## config.mk

```make
export PLATFORM = sky130hd
export DESIGN_NAME = pcg_config_gateway
export DESIGN_NICKNAME = d
export VERILOG_FILES = /design/src/pcg_pkg.sv /design/src/pcg_config_gateway.sv
export SDC_FILE = /design/constraint.sdc
export NUM_CORES = 1
export LEC_CHECK = 0
export BUFFER_PORTS_ARGS = -buffer_cell sky130_fd_sc_hd__clkbuf_2
export CAP_MARGIN = 20
export CELL_PAD_IN_SITES_DETAIL_PLACEMENT = 0
export CELL_PAD_IN_SITES_GLOBAL_PLACEMENT = 2
export CORE_ASPECT_RATIO = 0.8
export CORE_MARGIN = 1.5
export CORE_UTILIZATION = 27
export CTS_CLUSTER_DIAMETER = 100
export CTS_CLUSTER_SIZE = 14
export DETAILED_ROUTE_END_ITERATION = 8
export PLACE_DENSITY = 0.79
export SETUP_SLACK_MARGIN = 0.4
export SLEW_MARGIN = 20
export SYNTH_ARGS = -nofsm -noshare
export SYNTH_HDL_FRONTEND = slang
export SYNTH_SLANG_ARGS = --single-unit
```

## constraint.sdc

```tcl
create_clock -name mclk -period 2 [get_ports mclk]
set_input_delay 0.3 -clock mclk [delete_from_list [all_inputs] [get_ports mclk]]
set_output_delay 0.3 -clock mclk [all_outputs]
set_load 0.02 [all_outputs]
```

## src/pcg_pkg.sv

```systemverilog
/*
  Constants for the configuration header fields and the indexed register
  gateway. Assumes a single clock domain and a simple PCI-side access port.
*/
`default_nettype none
package pcg_pkg;
  // ************************************************
  // Configuration offsets
  // ************************************************
  localparam logic [7:0] CFG_CLASS_REV = 8'h08;
  localparam logic [7:0] CFG_HDR_WORD = 8'h0c;
  localparam logic [7:0] CFG_IO_BASE = 8'h10;
  localparam logic [7:0] CFG_INT_INFO = 8'h3c;
  localparam logic [7:0] CFG_COMMAND = 8'h04;
  // ************************************************
  // Field values
  // ************************************************
  localparam logic [23:0] CLASS_BRIDGE = 24'h060500;
  localparam logic [7:0] HEADER_MULTI = 8'h80;
  localparam logic [7:0] INT_PIN_VAL = 8'h00;
  localparam logic [7:0] MAX_LAT_VAL = 8'h00;
  localparam int IO_SPACE_BIT = 0;
  localparam int BASE_LSB = 2;
  // Gateway byte lanes within the decoded word
  localparam logic [1:0] GW_SELECT_LANE = 2'h0;
  localparam logic [1:0] GW_DATA_LANE = 2'h1;
  localparam logic [7:0] GW_SELECT_RST = 8'h00;
  localparam logic [7:0] INT_LINE_RST = 8'h00;
  localparam int SOCKET_BIT = 6;
  localparam int REG_IDX_W = 6;
endpackage
`default_nettype wire

```

## src/pcg_config_gateway.sv

```systemverilog
/*
  Configuration header fields and index/data gateway of a two-socket
  PC-card bridge. Assumes the host delivers configuration and I/O accesses as
  single-cycle strobes with byte enables, and that the per-socket register
  file lives outside, reached through the reg_* port.
*/
// Summary of operation
// (RULE_01) Low byte of class word is a read-only silicon revision value.
// (RULE_02) Upper 24 class bits always read the bridge class code.
// (RULE_03) Header type byte always reads the multi-function constant.
// (RULE_04) Base address bit 0 always reads one, marking I/O space.
// (RULE_05) Base address bits 31 to 2 are read and write.
// (RULE_06) No gateway decode while the programmed base is zero.
// (RULE_07) Interrupt line byte is plain storage without routing effect.
// (RULE_08) Interrupt pin byte always reads zero.
// (RULE_09) Maximum latency byte always reads zero.
// (RULE_10) Select byte at base, data at base plus one, rest ignored.
// (RULE_11) Select bits 5 to 0 choose one of 64 socket registers.
// (RULE_12) Software avoids reserved register offsets; hardware passes them through.
// (RULE_13) Select bit 6 chooses socket A or socket B.
// (RULE_14) Low seven select bits name one internal register byte.
// (RULE_15) Data accesses go to the register named by the current select.
// (RULE_16) Gateway answers only while the I/O space enable bit is set.
// (RULE_17) Select bit 7 is reserved, resets to zero and reads zero.
// (RULE_18) Writes to read-only fields are taken and change nothing.
`default_nettype none
module pcg_config_gateway
  import pcg_pkg::*;
#(
  parameter logic [7:0] SILICON_REVISION = 8'h01  // Arbitrary value
) (
  // Clock and reset
  input wire logic mclk,
  input wire logic arst_n,
  // Configuration access strobe
  input wire logic cfg_rd,
  input wire logic cfg_wr,
  input wire logic [7:0] cfg_addr,
  input wire logic [3:0] cfg_be,
  input wire logic [31:0] cfg_wdata,
  output logic [31:0] cfg_rdata,
  // I/O space access strobe
  input wire logic io_rd,
  input wire logic io_wr,
  input wire logic [31:0] io_addr,
  input wire logic [3:0] io_be,
  input wire logic [31:0] io_wdata,
  output logic io_hit,
  output logic [31:0] io_rdata,
  // Per-socket internal register port
  output logic reg_rd,
  output logic reg_wr,
  output logic reg_socket,
  output logic [5:0] reg_index,
  output logic [7:0] reg_wdata,
  input wire logic [7:0] reg_rdata,
  // I/O space enable from the command register
  input wire logic io_space_en
);
  import pcg_pkg::*;

  // ************************************************
  // Stored configuration state
  // ************************************************
  logic [31:BASE_LSB] io_base;
  logic [7:0] int_line;
  logic [6:0] gw_select;
  logic [31:0] cfg_rdata_q;
  logic [31:0] io_rdata_q;
  logic [31:BASE_LSB] next_io_base;
  logic [7:0] next_int_line;
  logic [6:0] next_gw_select;
  logic [31:0] next_cfg_rdata;
  logic [31:0] next_io_rdata;

  logic base_valid;
  logic gw_hit;
  logic sel_lane;
  logic data_lane;

  // Decode of the gateway word; zero base and disabled I/O space stay silent
  assign base_valid = (io_base != '0); // RULE_06
  assign gw_hit = io_space_en && base_valid && (io_addr[31:BASE_LSB] == io_base); // RULE_16 RULE_10
  assign sel_lane = io_be[GW_SELECT_LANE]; // RULE_10
  assign data_lane = io_be[GW_DATA_LANE]; // RULE_10
  assign io_hit = gw_hit;

  // Data byte goes straight to the register named by the live select
  assign reg_socket = gw_select[SOCKET_BIT]; // RULE_13 RULE_14
  assign reg_index = gw_select[REG_IDX_W-1:0]; // RULE_11 RULE_15
  assign reg_rd = gw_hit && io_rd && data_lane; // RULE_15
  assign reg_wr = gw_hit && io_wr && data_lane; // RULE_15
  assign reg_wdata = io_wdata[15:8];

  // Next state of the writable configuration fields
  always_comb begin
    next_io_base = io_base;
    next_int_line = int_line;
    next_gw_select = gw_select;
    if (cfg_wr && cfg_addr == CFG_IO_BASE) begin
      // Bit 0 and 1 are not stored; lanes merge byte by byte
      if (cfg_be[0]) next_io_base[7:2] = cfg_wdata[7:2]; // RULE_05
      if (cfg_be[1]) next_io_base[15:8] = cfg_wdata[15:8]; // RULE_05
      if (cfg_be[2]) next_io_base[23:16] = cfg_wdata[23:16]; // RULE_05
      if (cfg_be[3]) next_io_base[31:24] = cfg_wdata[31:24]; // RULE_05
    end
    if (cfg_wr && cfg_addr == CFG_INT_INFO && cfg_be[0]) begin
      next_int_line = cfg_wdata[7:0]; // RULE_07
    end
    // Bit 7 is never stored, so it cannot come back as one
    if (gw_hit && io_wr && sel_lane) begin
      next_gw_select = io_wdata[6:0]; // RULE_17
    end
  end

  // Read data; constants ignore any write to them
  always_comb begin
    next_cfg_rdata = 32'h0000_0000;
    next_io_rdata = 32'h0000_0000;
    if (cfg_rd) begin
      unique case (cfg_addr)
        CFG_CLASS_REV: next_cfg_rdata = {CLASS_BRIDGE, SILICON_REVISION}; // RULE_01 RULE_02 RULE_18
        CFG_HDR_WORD: next_cfg_rdata = {8'h00, HEADER_MULTI, 16'h0000}; // RULE_03 RULE_18
        CFG_IO_BASE: next_cfg_rdata = {io_base, 1'b0, 1'b1}; // RULE_04 RULE_05
        CFG_INT_INFO: next_cfg_rdata = {MAX_LAT_VAL, 8'h00, INT_PIN_VAL, int_line}; // RULE_08 RULE_09
        default: next_cfg_rdata = 32'h0000_0000;
      endcase
    end
    if (gw_hit && io_rd) begin
      // Bytes at base plus two and three read as zero
      next_io_rdata = {16'h0000, reg_rdata, 1'b0, gw_select}; // RULE_10 RULE_17
    end
  end

  // Register stage
  always_ff @(posedge mclk or negedge arst_n) begin
    if (!arst_n) begin
      io_base <= '0;
      int_line <= INT_LINE_RST;
      gw_select <= GW_SELECT_RST[6:0]; // RULE_17
      cfg_rdata_q <= 32'h0000_0000;
      io_rdata_q <= 32'h0000_0000;
    end else begin
      io_base <= next_io_base;
      int_line <= next_int_line;
      gw_select <= next_gw_select;
      cfg_rdata_q <= next_cfg_rdata;
      io_rdata_q <= next_io_rdata;
    end
  end

  assign cfg_rdata = cfg_rdata_q;
  assign io_rdata = io_rdata_q;
endmodule
`default_nettype wire

```

### Word-level counts from Yosys, hierarchy flattened

Index checks and enable logic that the tools add are counted.

* word-level logic and storage cells: 31
* bits of input ports: 127
* register bits: 109
* output and inout port bits: 82

* reductions and logical operators: 15
* equal/unequal tests: 5
* mux-type cells: 3

Operators with widths (count)
* one-hot mux 32 bit (4 select lines): 1
* two-way mux 32 bit: 1
* == test 30 bit: 1
* nonzero test 30 bit: 1
* == test 8 x 4 -> 1 bit (second input constant): 2
* two-way mux 16 bit: 1
* logical AND 1 bit: 10
* == test 8 x 5 -> 1 bit (second input constant): 1
* == test 8 x 6 -> 1 bit (second input constant): 1
* AND reduction 2 bit: 4

### Depth between registers and ports, before layout

Gate-level depths: netlist (run 1).

* depth after elaboration: 5
* gate-level depth with buffers: 6
* mapped depth without buffers: 5

### Least setup slack after synthesis (run 1)

Ideal clock, no wire load.

* path type: reg2out
* start: register io_base[31] (netlist name)
* end: output reg_wr
* slack: -0.324 ns
* stages on the path, launching flop included: 6
* data required time: 1.700 ns
* arrival time: 2.024 ns
* path buffers: 0
* path through: dfrtp_1 xor2_1 nor4_1 nand4_1 nor3_1 and3_1

* longest elaborated chain between the ends: 5
* elaborated cells between the ends (all ways): 6
* classes of those cells: 1 x eq/ne; 5 x reduce/logical

Ends and longest elaborated chain
* start: declaration: RTL line pcg_config_gateway.sv:65 `logic [31:BASE_LSB] io_base;`
* start signal: assignment: RTL line pcg_config_gateway.sv:144 `io_base <= next_io_base;`
* nonzero test 30 bit: RTL line pcg_config_gateway.sv:82 `assign base_valid = (io_base != '0);`
* logical AND 1 bit: RTL line pcg_config_gateway.sv:83 `assign gw_hit = io_space_en && base_valid && (io_addr[31:BASE_LSB] == io_base);`
* logical AND 1 bit (*): RTL line pcg_config_gateway.sv:83
* net io_hit: RTL line pcg_config_gateway.sv:48 `output logic io_hit,`
* logical AND 1 bit (*) (2 in a row): RTL line pcg_config_gateway.sv:92 `assign reg_wr = gw_hit && io_wr && data_lane;`
* end: declaration: RTL line pcg_config_gateway.sv:52 `output logic reg_wr,`

The timed path passes the listed nets; every way through them passes the cells marked *.

### Final worst setup path (run 1)

* start: register io_base[26] (netlist name)
* end: output reg_rd

* longest elaborated chain between the ends: 5
* elaborated cells between the ends (all ways): 6
* classes of those cells: 1 x eq/ne; 5 x reduce/logical

Ends and longest elaborated chain
* nonzero test 30 bit: RTL line pcg_config_gateway.sv:82
* logical AND 1 bit: RTL line pcg_config_gateway.sv:83
* logical AND 1 bit (*): RTL line pcg_config_gateway.sv:83
* logical AND 1 bit (*) (2 in a row): RTL line pcg_config_gateway.sv:91 `assign reg_rd = gw_hit && io_rd && data_lane;`
* end: declaration: RTL line pcg_config_gateway.sv:51 `output logic reg_rd,`

Every way passes the cells marked *; elsewhere a longest branch is shown, timed or not.

==> results, run 1 <==
- The net total in the final layout is 641.
- The via count is 3156.
- The wire length per cell after detailed routing is 16.65 um.
- The first global-routing pass estimated 17.69 mm of wire.
- The transition time at the pin with the least slew margin is 521.2 ps.
- The clock root buffer is sky130_fd_sc_hd__clkbuf_16.
- The core box area is 14490 um2.
- The number of buffers and inverters on the critical path is 2.
- Compared with the post-synthesis result, the final layout area differs by 43.38%.
- The finished cells cover 5811 um2.
- The number of buffers added on ports is 154.
- The overall die height is 112.6 um.
- Once detail routing completed, the nets flagged for antenna violations numbered 0.
- The floorplan step defined a die boundary enclosing 15760 um2.
- The starting utilization of the core area is 0.2796.
- The post-route non-filler standard cell count is 703.
- The number of diodes added for antenna fixing is 0.
- The largest incremental delay on the critical path is 400 ps.
- Across all setup checks in the final design, the least slack found is -476.7 ps.
- The count of state elements after synthesis is 92.
- The total instance count after detailed placement is 677.
- For this run, the register share of the synthesized area comes to 0.5681.
- Wires add up to 11.71 mm.
- The critical-path maximum fanout is 2.
- The number of buffers inserted during clock tree synthesis is 9.
- Synthesis produced 313 cells.
- In this run the static leakage power is 3.196 nW.
- The endpoint class of the critical path is an output port.
- Measured along the x axis, the die boundary spans 140.0 um.
- Data arrives at the worst endpoint at 2180 ps.
- Measured against its own limit, the worst slew margin works out to 0.6526.
- The routed design could run at a clock period as short as 2477 ps.
- The synthesized netlist occupies a cell area of 4053 um2.
- At the end of routability-driven placement, the weighted congestion stood at 0.8181.
- After clock tree synthesis, the clock-pin slew on the worst setup and hold paths is 70 ps.
- The I/O pin count is 209.
- The count of clock tree sinks is 92.
- The ratio of total power to cell area is 714.7 nW/um2.
- The initial antenna violation count came to 0.
- For this run, the total global-route usage over all layers was measured as 0.1498.
- The total count of hold-check failures in the final report is 0.
- The total power is 4.153 mW.
- The final period utilization is 1.238.
- For this run, design rule violations remaining after detail routing come to 0.
- The path class of the lowest-slack min-delay path is in2reg.
- The classification of the worst setup path is reg2out.
- After global routing the overflow that remains totals 0.
- The post-synthesis area per instance is 12.95 um2.
- The H-tree generated during clock tree synthesis spans 3 levels.
- Setup violations remaining at the end of the flow were counted as 10.
- On the final layout, the worst clock skew is 6.628 ps.
- The final number of max-transition violations is 0.
- The later pin in the worst-skew pair is clocked with a latency of 340 ps.
- Traced cell by cell, the critical path runs through xor2_1, nor4_2, nand4_1, buf_4, nor4_4, and2_4, clkbuf_8.
- The iteration-0 DRC count of the detailed router is 139.
- The final reports fail on setup timing.
- The highest ir drop seen on vdd is 0.3705 mV.
- The number of global-route vias before repair is 3261.
- The slowest stage of the critical path belongs to the cell sky130_fd_sc_hd__dfrtp_1.
- On the critical path the largest part of the delay comes from simple AND/OR/NAND/NOR gates.
- OpenSTA, run right after detailed placement, puts the worst setup slack at -279.0 ps.
- After detailed placement, the total cell area comes to 5315 um2.
- The via count normalized by instance count is 4.489.
- The longest clock path from root to sink contains 2 buffers.
- TritonCTS built the clock tree.
- Timing would allow up to 0.4038 GHz.
- Row generation in the floorplan step produced 39 rows.
- The HPWL after detailed placement is 9.142 mm.
- The worst setup path is launched from a flop.
- For the worst setup path, the data required time is 1700 ps.
- During synthesis, Yosys emitted a total of 0 warnings.
- The pin count of the biggest net entering global routing is 43.
- For this run, the detailed router's first-pass iteration total came to 4.
- The run finished, with violations left.
- The number of different library cells in the post-synthesis netlist is 31.
- Setup repair after global routing could not meet its margin everywhere.
- The layout cell share with drive strength beyond 1 is 0.5588.
- The number of max-cap violations is 0.
- The utilization after layout is 0.4009.
routing by layer:
layer / routed length, um / track usage / vias to the layer above / share of wire
met2: 5271 / 0.2312 / 139 / 0.45
met5: 0 / 0 / - / 0
li1: - / - / 1458 / -
met4: 103 / 0.04070 / 0 / 0.0088
met1: 5469 / 0.2040 / 1547 / 0.47
met3: 862 / 0.04650 / 12 / 0.074
sequential cells by signal, indices dropped and copies added, names as in the netlist:
name / count
cfg_rdata: 32
io_base: 30
int_line: 8
gw_select: 7
io_rdata: 15
cells by family after synthesis:
logic type             count (synthesis)  synth area share
AO/OA/AOI/OAI                         13           0.02285
XOR/XNOR                              30           0.06483
buffers and inverters                 34           0.05681
flip-flops                            92            0.5681
multiplexers                          45            0.1250
other                                  1         0.0009253
AND/OR/NAND/NOR                       98            0.1615
final timing paths:
check	slack [ps]	endpoint	startpoint	cells past startpoint
setup / recovery	-480	reg_rd	io_base[26]	7
setup reg to reg	-170	gw_select[5]	io_base[21]	8
hold reg to reg	500	int_line[1]	int_line[1]	1
hold / removal	170	io_rdata[13]	reg_rdata[5]	2
min in group asynchronous	460	int_line[1]	arst_n	2
max in group asynchronous	910	io_rdata[3]	arst_n	3
worst reg2reg max path: stages (launching register included):
cell                      delay (ps)
sky130_fd_sc_hd__dfrtp_1         390
sky130_fd_sc_hd__xor2_1          180
sky130_fd_sc_hd__nor4_2          320
sky130_fd_sc_hd__buf_4           160
sky130_fd_sc_hd__buf_4            90
sky130_fd_sc_hd__nand4_1         140
sky130_fd_sc_hd__nor4_4          300
sky130_fd_sc_hd__buf_12          170
sky130_fd_sc_hd__mux2_4          300
report_power, final:
part           internal, mW  leakage, nW  switching [mW]
clock network          1.13        0.152           0.710
registers              1.88         1.28          0.0175
logic                 0.175         1.76           0.234
synth_stat cells:
cell / number / area [um2]
sky130_fd_sc_hd__nor2_1: 9 / 33.78
sky130_fd_sc_hd__nand3_2: 5 / 50.05
sky130_fd_sc_hd__nand2_1: 5 / 18.77
sky130_fd_sc_hd__nor4_1: 18 / 112.6
sky130_fd_sc_hd__nor2b_1: 2 / 12.51
sky130_fd_sc_hd__nor4b_1: 1 / 8.760
sky130_fd_sc_hd__nand4_1: 6 / 37.54
sky130_fd_sc_hd__a21oi_1: 2 / 10.01
sky130_fd_sc_hd__a22oi_1: 6 / 45.04
sky130_fd_sc_hd__nor3b_1: 2 / 15.01
sky130_fd_sc_hd__buf_4: 25 / 187.7
sky130_fd_sc_hd__nor4b_2: 1 / 15.01
sky130_fd_sc_hd__or3b_4: 1 / 11.26
sky130_fd_sc_hd__nor3_1: 4 / 20.02
sky130_fd_sc_hd__and2_1: 16 / 100.1
sky130_fd_sc_hd__mux2_2: 45 / 506.7
sky130_fd_sc_hd__nor3b_2: 1 / 12.51
sky130_fd_sc_hd__inv_1: 2 / 7.510
sky130_fd_sc_hd__o31ai_1: 1 / 7.510
sky130_fd_sc_hd__nand2b_1: 1 / 6.260
sky130_fd_sc_hd__nor3_4: 1 / 16.27
sky130_fd_sc_hd__a21boi_0: 4 / 30.03
sky130_fd_sc_hd__conb_1: 1 / 3.750
sky130_fd_sc_hd__buf_2: 1 / 5.000
sky130_fd_sc_hd__nor4_4: 2 / 42.54
sky130_fd_sc_hd__xor2_1: 30 / 262.8
sky130_fd_sc_hd__nand3_1: 2 / 10.01
sky130_fd_sc_hd__dfrtp_1: 92 / 2302
sky130_fd_sc_hd__clkbuf_1: 5 / 18.77
sky130_fd_sc_hd__and3_1: 21 / 131.4
sky130_fd_sc_hd__buf_6: 1 / 11.26
stage by stage:
stage	setup TNS [ps]	hold slack (ps)
after floorplan	-197.4	4.409
after global placement	-4283	299.8
after detailed placement	-3065	313.8
after CTS	-2654	154.0
after global routing	-5505	162.6
final	-2336	169.7
cell type report:
class	count	area [um2]
Inverter	2	7.507
Clock buffer	11	242.7
Fill cell	1436	8682
Timing Repair Buffer	206	1209
Multi-Input combinational cell	203	1735
Clock inverter	5	83.83
Sequential cell	92	2302
Tap cell	184	230.2
timing repair:
action	in CTS	in global routing
buffers inserted	9	0
hold buffers	1	0
setup endpoints to repair	26	28
hold endpoints to repair	35	0
pin swaps	11	2
resized for setup	11	6
layout by cell type (no fill, tap or decap), types with 2 or more instances in the layout:
cell	count
sky130_fd_sc_hd__nor4_4	2
sky130_fd_sc_hd__nand3_4	4
sky130_fd_sc_hd__nor3_4	2
sky130_fd_sc_hd__a21oi_1	2
sky130_fd_sc_hd__nand2_1	5
sky130_fd_sc_hd__a21boi_0	4
sky130_fd_sc_hd__clkbuf_2	150
sky130_fd_sc_hd__nor3_1	3
sky130_fd_sc_hd__nand3_1	2
sky130_fd_sc_hd__dfrtp_1	92
sky130_fd_sc_hd__clkinvlp_4	2
sky130_fd_sc_hd__conb_1	17
sky130_fd_sc_hd__bufinv_16	2
sky130_fd_sc_hd__buf_12	2
sky130_fd_sc_hd__clkbuf_8	2
sky130_fd_sc_hd__and3_1	21
sky130_fd_sc_hd__nor4_1	11
sky130_fd_sc_hd__and2_1	15
sky130_fd_sc_hd__a22oi_1	6
sky130_fd_sc_hd__nor4_2	7
sky130_fd_sc_hd__nor2_1	9
sky130_fd_sc_hd__mux2_4	7
sky130_fd_sc_hd__inv_1	2
sky130_fd_sc_hd__buf_4	50
sky130_fd_sc_hd__mux2_2	38
sky130_fd_sc_hd__clkbuf_16	9
sky130_fd_sc_hd__xor2_1	26
sky130_fd_sc_hd__nor2b_1	2
sky130_fd_sc_hd__nand4_1	6
sky130_fd_sc_hd__xor2_2	4
(Power assumes the default switching activity.)
==> run 2, diff against run 1 <==
--- a/config.mk
+++ b/config.mk
@@ -5,17 +5,18 @@
 export SDC_FILE = /design/constraint.sdc
 export NUM_CORES = 1
 export LEC_CHECK = 0
+export ABC_AREA = 1
 export BUFFER_PORTS_ARGS = -buffer_cell sky130_fd_sc_hd__clkbuf_2
 export CAP_MARGIN = 20
 export CELL_PAD_IN_SITES_DETAIL_PLACEMENT = 0
 export CELL_PAD_IN_SITES_GLOBAL_PLACEMENT = 2
 export CORE_ASPECT_RATIO = 0.8
 export CORE_MARGIN = 1.5
-export CORE_UTILIZATION = 27
+export CORE_UTILIZATION = 26
 export CTS_CLUSTER_DIAMETER = 100
 export CTS_CLUSTER_SIZE = 14
 export DETAILED_ROUTE_END_ITERATION = 8
-export PLACE_DENSITY = 0.79
+export PLACE_DENSITY = 0.8
 export SETUP_SLACK_MARGIN = 0.4
 export SLEW_MARGIN = 20
 export SYNTH_ARGS = -nofsm -noshare
==> run 2 against run 1 <==
The flow still finishes with violations (setup timing). Via count is 19% higher. Clock power fell by 16%. Cell count grew 34%. Wire length up 12%. Register-to-register slack improved by 60 ps. Critical endpoint is now reg_wr.
==> results, run 2 <==
- The ratio of total power to cell area is 620.7 nW/um2 (-13%).
- The cell depth of the worst min-delay path is 3 (+1).
- The critical-path maximum fanout came to 5 (+3).
- The worst flop-to-flop path startpoint is io_base[10].
- The HPWL after detailed placement is 10.11 mm (+11%).
- The total iterations of the first detailed-routing run is 5 (+1).
- Ranked by instance count, the synthesized netlist is headed by sky130_fd_sc_hd__nand2_1 (119), sky130_fd_sc_hd__dfrtp_1 (92), sky130_fd_sc_hd__inv_1 (79).
- The tree is rooted in a sky130_fd_sc_hd__clkbuf_16.
- Setup repair after global routing could not meet its margin everywhere.
- The shortest clock period the worst path allows after layout is 2180 ps (-296.9 ps).
- The number of global-route vias before repair is 3726 (+14%).
- The number of max-cap violations is 0 (unchanged).
- The number of nets with antenna violations after detailed routing was 0 (unchanged).
- The number of flops mapped to enable cells by yosys is 0 (unchanged).
- The total number of yosys warnings came to 0 (unchanged).
- The critical path's slowest cell is sky130_fd_sc_hd__dfrtp_2.
- The clock tree from TritonCTS is done.
- The endpoint class of the critical path is an output port.
- The minimum setup slack in the final design was -179.8 ps (+296.9 ps).
- The overall die height was 121.3 um (+7.7%).
- The setup slack of the worst register-to-register path is -110 ps (+60 ps).
- The total routed wirelength is 13.09 mm (+12%).
- The DRC violation count after routing is 0 (unchanged).
- The layout overhead on the synthesized area is 37.69%.
- The number of placement rows is 43 (+10%).
- The clock transition at the register clock pins on the worst setup and hold paths after CTS is 60 ps (about the same).
- The netlist area before placement is 4548 um2 (+12%).
- The total die area was 18300 um2 (+16%).
- The final number of max-transition violations was 0 (unchanged).
- The top-area cell type share of the netlist area came to 0.5062 (-0.06189).
- The via count is 3744 (+19%).
- The async set-reset flop share out of synthesis is 1.000 (unchanged).
- The leakage power figure came to 3.522 nW (+10%).
- The die width is 150.9 um (+7.8%).
- The total negative setup slack is -1203 ps (+1133 ps).
- The wire length per cell after detailed routing is 13.92 um (-16%).
- The total track usage is 0.1471 (-0.002719).
- The total of fill cells in the finished design was 1826 (+27%).
- The critical path's top delay family is simple AND/OR/NAND/NOR gates.
- The wire length of the first global-routing pass is 19.78 mm (+12%).
- The flow ran to the end, but the final reports show violations.
- The final number of setup-violating endpoints was 10 (unchanged).
- The count of clock tree sinks came to 92 (unchanged).
- The sequential cell area fraction in the yosys report is 0.5062 (-0.06189).
- The highest clock frequency the design can meet is 0.4587 GHz (+14%).
- The most frequent standard cell in the layout excluding fill and tap cells is sky130_fd_sc_hd__clkbuf_2.
- The total count of hold-check failures in the final report is 0 (unchanged).
- The count of state elements after synthesis is 92 (unchanged).
- Ranked by total cell area, the synthesized netlist is headed by sky130_fd_sc_hd__dfrtp_1 (51%), sky130_fd_sc_hd__nand2_1 (9.8%), sky130_fd_sc_hd__inv_1 (6.5%), sky130_fd_sc_hd__nor2_1 (6.0%), sky130_fd_sc_hd__mux2_2 (5.2%).
- The synthesized netlist cell count is 516 (+65%).
- The classification of the worst setup path is reg2out.
- The later-pin clock latency in the skew report is 350 ps (about the same).
- The leading area contributor after synthesis is sky130_fd_sc_hd__dfrtp_1.
- In this run the most critical hold path is launched from reg_rdata[7].
- The arrival time at the worst endpoint is 1880 ps (-300 ps).
- The starting utilization of the core area is 0.2642 (-0.01546).
- The residual overflow from global routing is 0 (unchanged).
- The worst-case clock buffer depth is 2 (unchanged).
- The path class of the tightest hold or removal check is in2reg.
- The prevailing post-synth register cell is sky130_fd_sc_hd__dfrtp_1.
- The I/O pin count is 209 (unchanged).
- The number of buffers added on ports is 154 (unchanged).
- The worst flop-to-flop path endpoint is gw_select[4].
- The highest ir drop seen on vdd is 0.3592 mV (-3.1%).
- The deepest level of the CTS H-tree came to 3 (unchanged).
- The last weighted congestion value of the routability-driven placer came to 0.7888 (-3.6%).
- The critical path buffer and inverter count was 1 (-1).
- The net total in the final layout is 838 (+31%).
- The most instantiated library cell after synthesis is sky130_fd_sc_hd__nand2_1.
- The flip-flop count of the largest register after layout is 32 (unchanged).
- The critical path goes through nand2_1, nand2_1, nor2_1, nand2_1, nor2_4, nand3_4, nor2_8, nand2_2, nor2_4, buf_8.
- The pin count of the biggest net entering global routing was 33 (-23%).
- The iteration-0 DRC count of the detailed router is 188 (+35%).
- The final period utilization is 1.090 (-0.1484).
- The number of different library cells in the post-synthesis netlist is 37 (+19%).
- STA classifies the critical path startpoint as a flop.
- The number of cell instances on the worst register-to-register path is 18 (+10).
- The core box area is 17220 um2 (+19%).
- The top cell types in the final layout, fill and taps aside, are sky130_fd_sc_hd__clkbuf_2 (150), sky130_fd_sc_hd__nand2_1 (105), sky130_fd_sc_hd__dfrtp_1 (87).
- The end of the worst hold path is io_rdata[15].
- The final-layout worst hold slack is 152.3 ps (-17.39 ps).
- The worst-case clock skew came to 7.902 ps (+1.274 ps).
- The via count normalized by instance count is 3.983 (-11%).
- The number of buffers inserted during clock tree synthesis is 9 (unchanged).
- The placement-stage worst setup slack came to 67.27 ps (+346.2 ps).
- The critical path data required time is 1700 ps (about the same).
- The post-synthesis area per instance was 8.814 um2 (-32%).
- The cell that appears most often on the critical path is sky130_fd_sc_hd__nand2_1.
- The largest incremental delay on the critical path is 450 ps (+50 ps).
- The checks that failed: setup timing.
- The number of diodes added for antenna fixing came to 0 (unchanged).
- The layout cell share with drive strength beyond 1 is 0.4392 (-0.1196).
- The initial antenna violation count was 0 (unchanged).
## run 2: where the power goes
group	total [mW]	internal [mW]	switching (mW)
Clock	1.54	0.836	0.708
Combinational	0.438	0.184	0.254
Sequential	1.90	1.88	0.0227
Total	3.89	2.90	0.985
## run 2: cells by family after synthesis
group           after synthesis  share of synthesized area
other cells                   1                  0.0008245
flops                        92                     0.5062
mux                          24                    0.05942
simple gates                239                     0.2514
compound gates               28                    0.03879
xor+xnor                      8                    0.01541
buf+inv                     124                     0.1279
## run 2: what timing repair did
| action | 4_1_cts | 5_1_grt |
|---|---|---|
| pin swaps | 13 | 15 |
| setup buffers | 19 | 10 |
| hold buffers | 1 | 0 |
| resized for setup | 41 | 18 |
| cloned | 1 | 0 |
| setup endpoints to repair | 25 | 25 |
| hold endpoints to repair | 29 | 0 |
## run 2: layer usage
metal | wire length, um | vias to the layer above | global-route usage | share of wire
met5 | 0 | - | 0 | 0
met3 | 685 | 7 | 0.03609 | 0.052
met4 | 140 | 0 | 0.04490 | 0.011
met1 | 6102 | 1735 | 0.1974 | 0.47
met2 | 6156 | 94 | 0.2329 | 0.47
li1 | - | 1908 | - | -
## run 2: through the flow
step                      area, um2  cells    util  total power, mW
after floorplan                4623    532       -            2.159
after CTS                      6143    930  0.3568            3.923
after global placement         5575    894  0.3238            2.314
final                          6262    940  0.3637            3.887
after detailed placement       5575    894  0.3238            2.322
after global routing           6262    940  0.3637            4.082
## run 2: cell type report
type,count,area [um2],area share
sequential,92,2308,0.3686
multi-input combinational,316,1829,0.2921
timing repair buffer,199,1234,0.1970
inverter,93,349.1,0.05574
tap,225,281.5,0.04496
clock buffer,11,232.7,0.03716
clock inverter,4,27.53,0.004396
## run 2: worst max-delay path by stage
stage,start,end,slack [ps],cells past startpoint
2_1_floorplan,io_base[8],reg_wr,330,8
3_3_place_gp,io_base[12],reg_wr,90,11
3_5_place_dp,io_base[16],reg_wr,70,11
4_1_cts,io_base[12],io_hit,-200,11
5_1_grt,io_base[13],reg_wr,-300,11
6_report,io_base[23],reg_wr,-180,10
## run 2: tightest hold or removal path, cell delays in order
cell	delay, ps
sky130_fd_sc_hd__clkbuf_2	80
sky130_fd_sc_hd__inv_1	50
sky130_fd_sc_hd__nor2_2	40
==> run 3, diff against run 2 <==
--- a/config.mk
+++ b/config.mk
@@ -8,11 +8,9 @@
 export ABC_AREA = 1
 export BUFFER_PORTS_ARGS = -buffer_cell sky130_fd_sc_hd__clkbuf_2
 export CAP_MARGIN = 20
-export CELL_PAD_IN_SITES_DETAIL_PLACEMENT = 0
-export CELL_PAD_IN_SITES_GLOBAL_PLACEMENT = 2
 export CORE_ASPECT_RATIO = 0.8
 export CORE_MARGIN = 1.5
-export CORE_UTILIZATION = 26
+export CORE_UTILIZATION = 47
 export CTS_CLUSTER_DIAMETER = 100
 export CTS_CLUSTER_SIZE = 14
 export DETAILED_ROUTE_END_ITERATION = 8
==> run 3 against run 2 <==
The flow still finishes with violations (setup timing). Non-clock buffer count fell by 22. Worst setup slack improved by 5.3 ps. Critical path depth rose by 1. Design area fell by 4.8%. Critical endpoint is now reg_rd. Clock skew barely moved.
==> results, run 3 (synthesis results as in run 2) <==
- The shortest clock period the worst path allows after layout is 2175 ps (-5.309 ps).
- The post-route non-filler standard cell count is 809 (-14%).
- The deepest level of the CTS H-tree is 3 (unchanged).
- The total of fill cells in the finished design was 765 (-58%).
- The iteration-0 DRC count of the detailed router is 259 (+38%).
- The clock tree from TritonCTS is done.
- The initial antenna violation count came to 0 (unchanged).
- The pin count of the biggest net entering global routing came to 44 (+33%).
- The endpoint class of the critical path is an output port.
- The layout cell share with drive strength beyond 1 is 0.4078 (-0.03138).
- The clock transition at the register clock pins on the worst setup and hold paths after CTS is 60 ps (about the same).
- The final period utilization came to 1.087 (-0.002655).
- The total power was 3.971 mW (+2.1%).
- The die width is 113.0 um (-25%).
- The number of buffers added on ports is 154 (unchanged).
- The residual overflow from global routing came to 0 (unchanged).
- The last weighted congestion value of the routability-driven placer is 0.9064 (+15%).
- The number of diodes added for antenna fixing came to 0 (unchanged).
- The worst-case clock skew is 8.350 ps (+0.4477 ps).
- The number of global-route vias before repair is 3731 (+0.13%).
- The number of placement rows is 31 (-28%).
- The total iterations of the first detailed-routing run is 4 (-1).
- In this run the clock root is driven by a sky130_fd_sc_hd__clkbuf_16.
- The startpoint type of the worst setup path is a flop.
- The sequential standard cell area is 2306 um2 (-0.11%).
- The flip-flop count of the largest register after layout is 32 (unchanged).
- The wire length per cell after detailed routing was 14.29 um (+2.6%).
- In the layout the commonest cells are sky130_fd_sc_hd__clkbuf_2 (150), sky130_fd_sc_hd__nand2_1 (112), sky130_fd_sc_hd__dfrtp_1 (89).
- The ratio of total power to cell area came to 665.7 nW/um2 (+7.2%).
- The area taken by multi-input logic gates is 1836 um2 (+0.34%).
- For the pin with the worst max-slew slack, the measured transition is 616.6 ps.
- The checks that failed: setup timing.
- The number of buffers inserted during clock tree synthesis is 9 (unchanged).
- The final number of setup-violating endpoints is 3 (-7).
- The total routed wirelength is 11.56 mm (-12%).
- Relative to the synthesized area, the layout overhead comes to 31.14%.
- The critical path data required time came to 1700 ps (about the same).
- The DRC violation count after routing is 0 (unchanged).
- The number of cell instances on the worst register-to-register path is 13 (-5).
- The total count of hold-check failures in the final report was 0 (unchanged).
- The critical-path maximum fanout is 4 (-1).
- The final number of max-transition violations came to 0 (unchanged).
- The path class of the lowest-slack min-delay path is in2reg.
- The highest ir drop seen on vdd came to 0.3375 mV (-6.1%).
- The net total in the final layout is 816 (-2.6%).
- The leakage power figure came to 3.419 nW (-2.9%).
- The highest clock frequency the design can meet is 0.4599 GHz (+0.24%).
- The I/O pin count is 209 (unchanged).
- The minimum setup slack in the final design is -174.5 ps (+5.309 ps).
- The termination of the worst setup path is reg_rd.
- The number of max-cap violations was 0 (unchanged).
- The total instance count after detailed placement is 778 (-13%).
- The later-pin clock latency in the skew report is 330 ps (-20 ps).
- The worst-case clock buffer depth is 2 (unchanged).
- The core box area came to 9231 um2 (-46%).
- The via count normalized by instance count is 4.723 (+19%).
- The overall die height came to 90.99 um (-25%).
- The wire length of the first global-routing pass is 18.04 mm (-8.8%).
- The flow ran to the end, but the final reports show violations.
- The via count is 3821 (+2.1%).
- The endpoint identified for the worst register-to-register timing path is gw_select[5].
- Setup repair after global routing could not meet its margin everywhere.
- The setup slack of the worst register-to-register path is 120 ps (+230 ps).
- The HPWL after detailed placement was 8.825 mm (-13%).
- The count of clock tree sinks is 92 (unchanged).
- The arrival time at the worst endpoint was 1870 ps (about the same).
- The most frequent standard cell in the layout excluding fill and tap cells is sky130_fd_sc_hd__clkbuf_2.
- The total die area is 10280 um2 (-44%).
- The normalized max-slew margin is 0.5854.
- The total track usage was 0.2260 (+0.07890).
- The starting utilization of the core area was 0.4927 (+0.2285).
- The classification of the worst setup path is reg2out.
- The number of nets with antenna violations after detailed routing came to 0 (unchanged).
- The critical path launch point is io_base[16].
- The worst flop-to-flop path startpoint is io_base[16].
## run 3: worst min-delay path by stage
stage / startpoint / endpoint / slack [ps] / cells after the start
global placement: arst_n / cfg_rdata[3] / 260 / 1
floorplan: arst_n / cfg_rdata[0] / 4 / 0
global route: reg_rdata[7] / io_rdata[15] / 170 / 3
finish: reg_rdata[7] / io_rdata[15] / 170 / 3
CTS: reg_rdata[7] / io_rdata[15] / 140 / 3
detailed placement: arst_n / int_line[5] / 270 / 1
## run 3: layout make-up
| class | count | area share |
|---|---|---|
| timing repair buffer | 177 | 0.1729 |
| tap | 115 | 0.02412 |
| clock buffer | 9 | 0.03776 |
| inverter | 93 | 0.05853 |
| clock inverter | 7 | 0.01238 |
| multi-input combinational | 316 | 0.3077 |
| sequential | 92 | 0.3866 |
## run 3: stage by stage
step	setup slack, ps	area (um2)	hold WS [ps]	util	setup TNS, ps
5_1_grt	-294.6	5964	173.8	0.6461	-805.2
3_3_place_gp	126.9	5380	261.1	0.5828	0
2_1_floorplan	327.4	4623	4.409	-	0
4_1_cts	-165.4	5816	143.2	0.6300	-455.2
6_report	-174.5	5964	167.9	0.6461	-476.8
3_5_place_dp	131.4	5380	271.3	0.5828	0
## run 3: where the power goes
group | switching (mW) | leakage [nW] | internal [mW]
Combinational | 0.234 | 2.00 | 0.154
Sequential | 0.0237 | 1.28 | 1.88
Clock | 0.703 | 0.146 | 0.974
Total | 0.960 | 3.42 | 3.01
## run 3: timing repair
item | in CTS | in global routing
hold endpoints to repair | 30 | 0
setup buffers | 5 | 8
resized for setup | 18 | 28
cloned | 1 | 0
pin swaps | 4 | 13
hold buffers | 1 | 0
endpoints found under the setup margin | 25 | 25
## run 3: worst max-delay path: stages (launching register included)
cell and delay (ps):
sky130_fd_sc_hd__dfrtp_1 390, sky130_fd_sc_hd__inv_1 70, sky130_fd_sc_hd__nand2_1 60, sky130_fd_sc_hd__nand2_1 60, sky130_fd_sc_hd__nor2_2 170, sky130_fd_sc_hd__nand2_2 90, sky130_fd_sc_hd__nor2_4 140, sky130_fd_sc_hd__nand3_4 110
sky130_fd_sc_hd__nor2_8 190, sky130_fd_sc_hd__nand2_8 80, sky130_fd_sc_hd__nor2_4 90, sky130_fd_sc_hd__buf_8 110
## run 3: routing by layer
layer / GRT usage / wire (um) / part of all wire
met1: 0.3004 / 4927 / 0.43
met2: 0.3735 / 5609 / 0.49
met3: 0.05007 / 817 / 0.071
met4: 0.06563 / 204 / 0.018
met5: 0 / 0 / 0
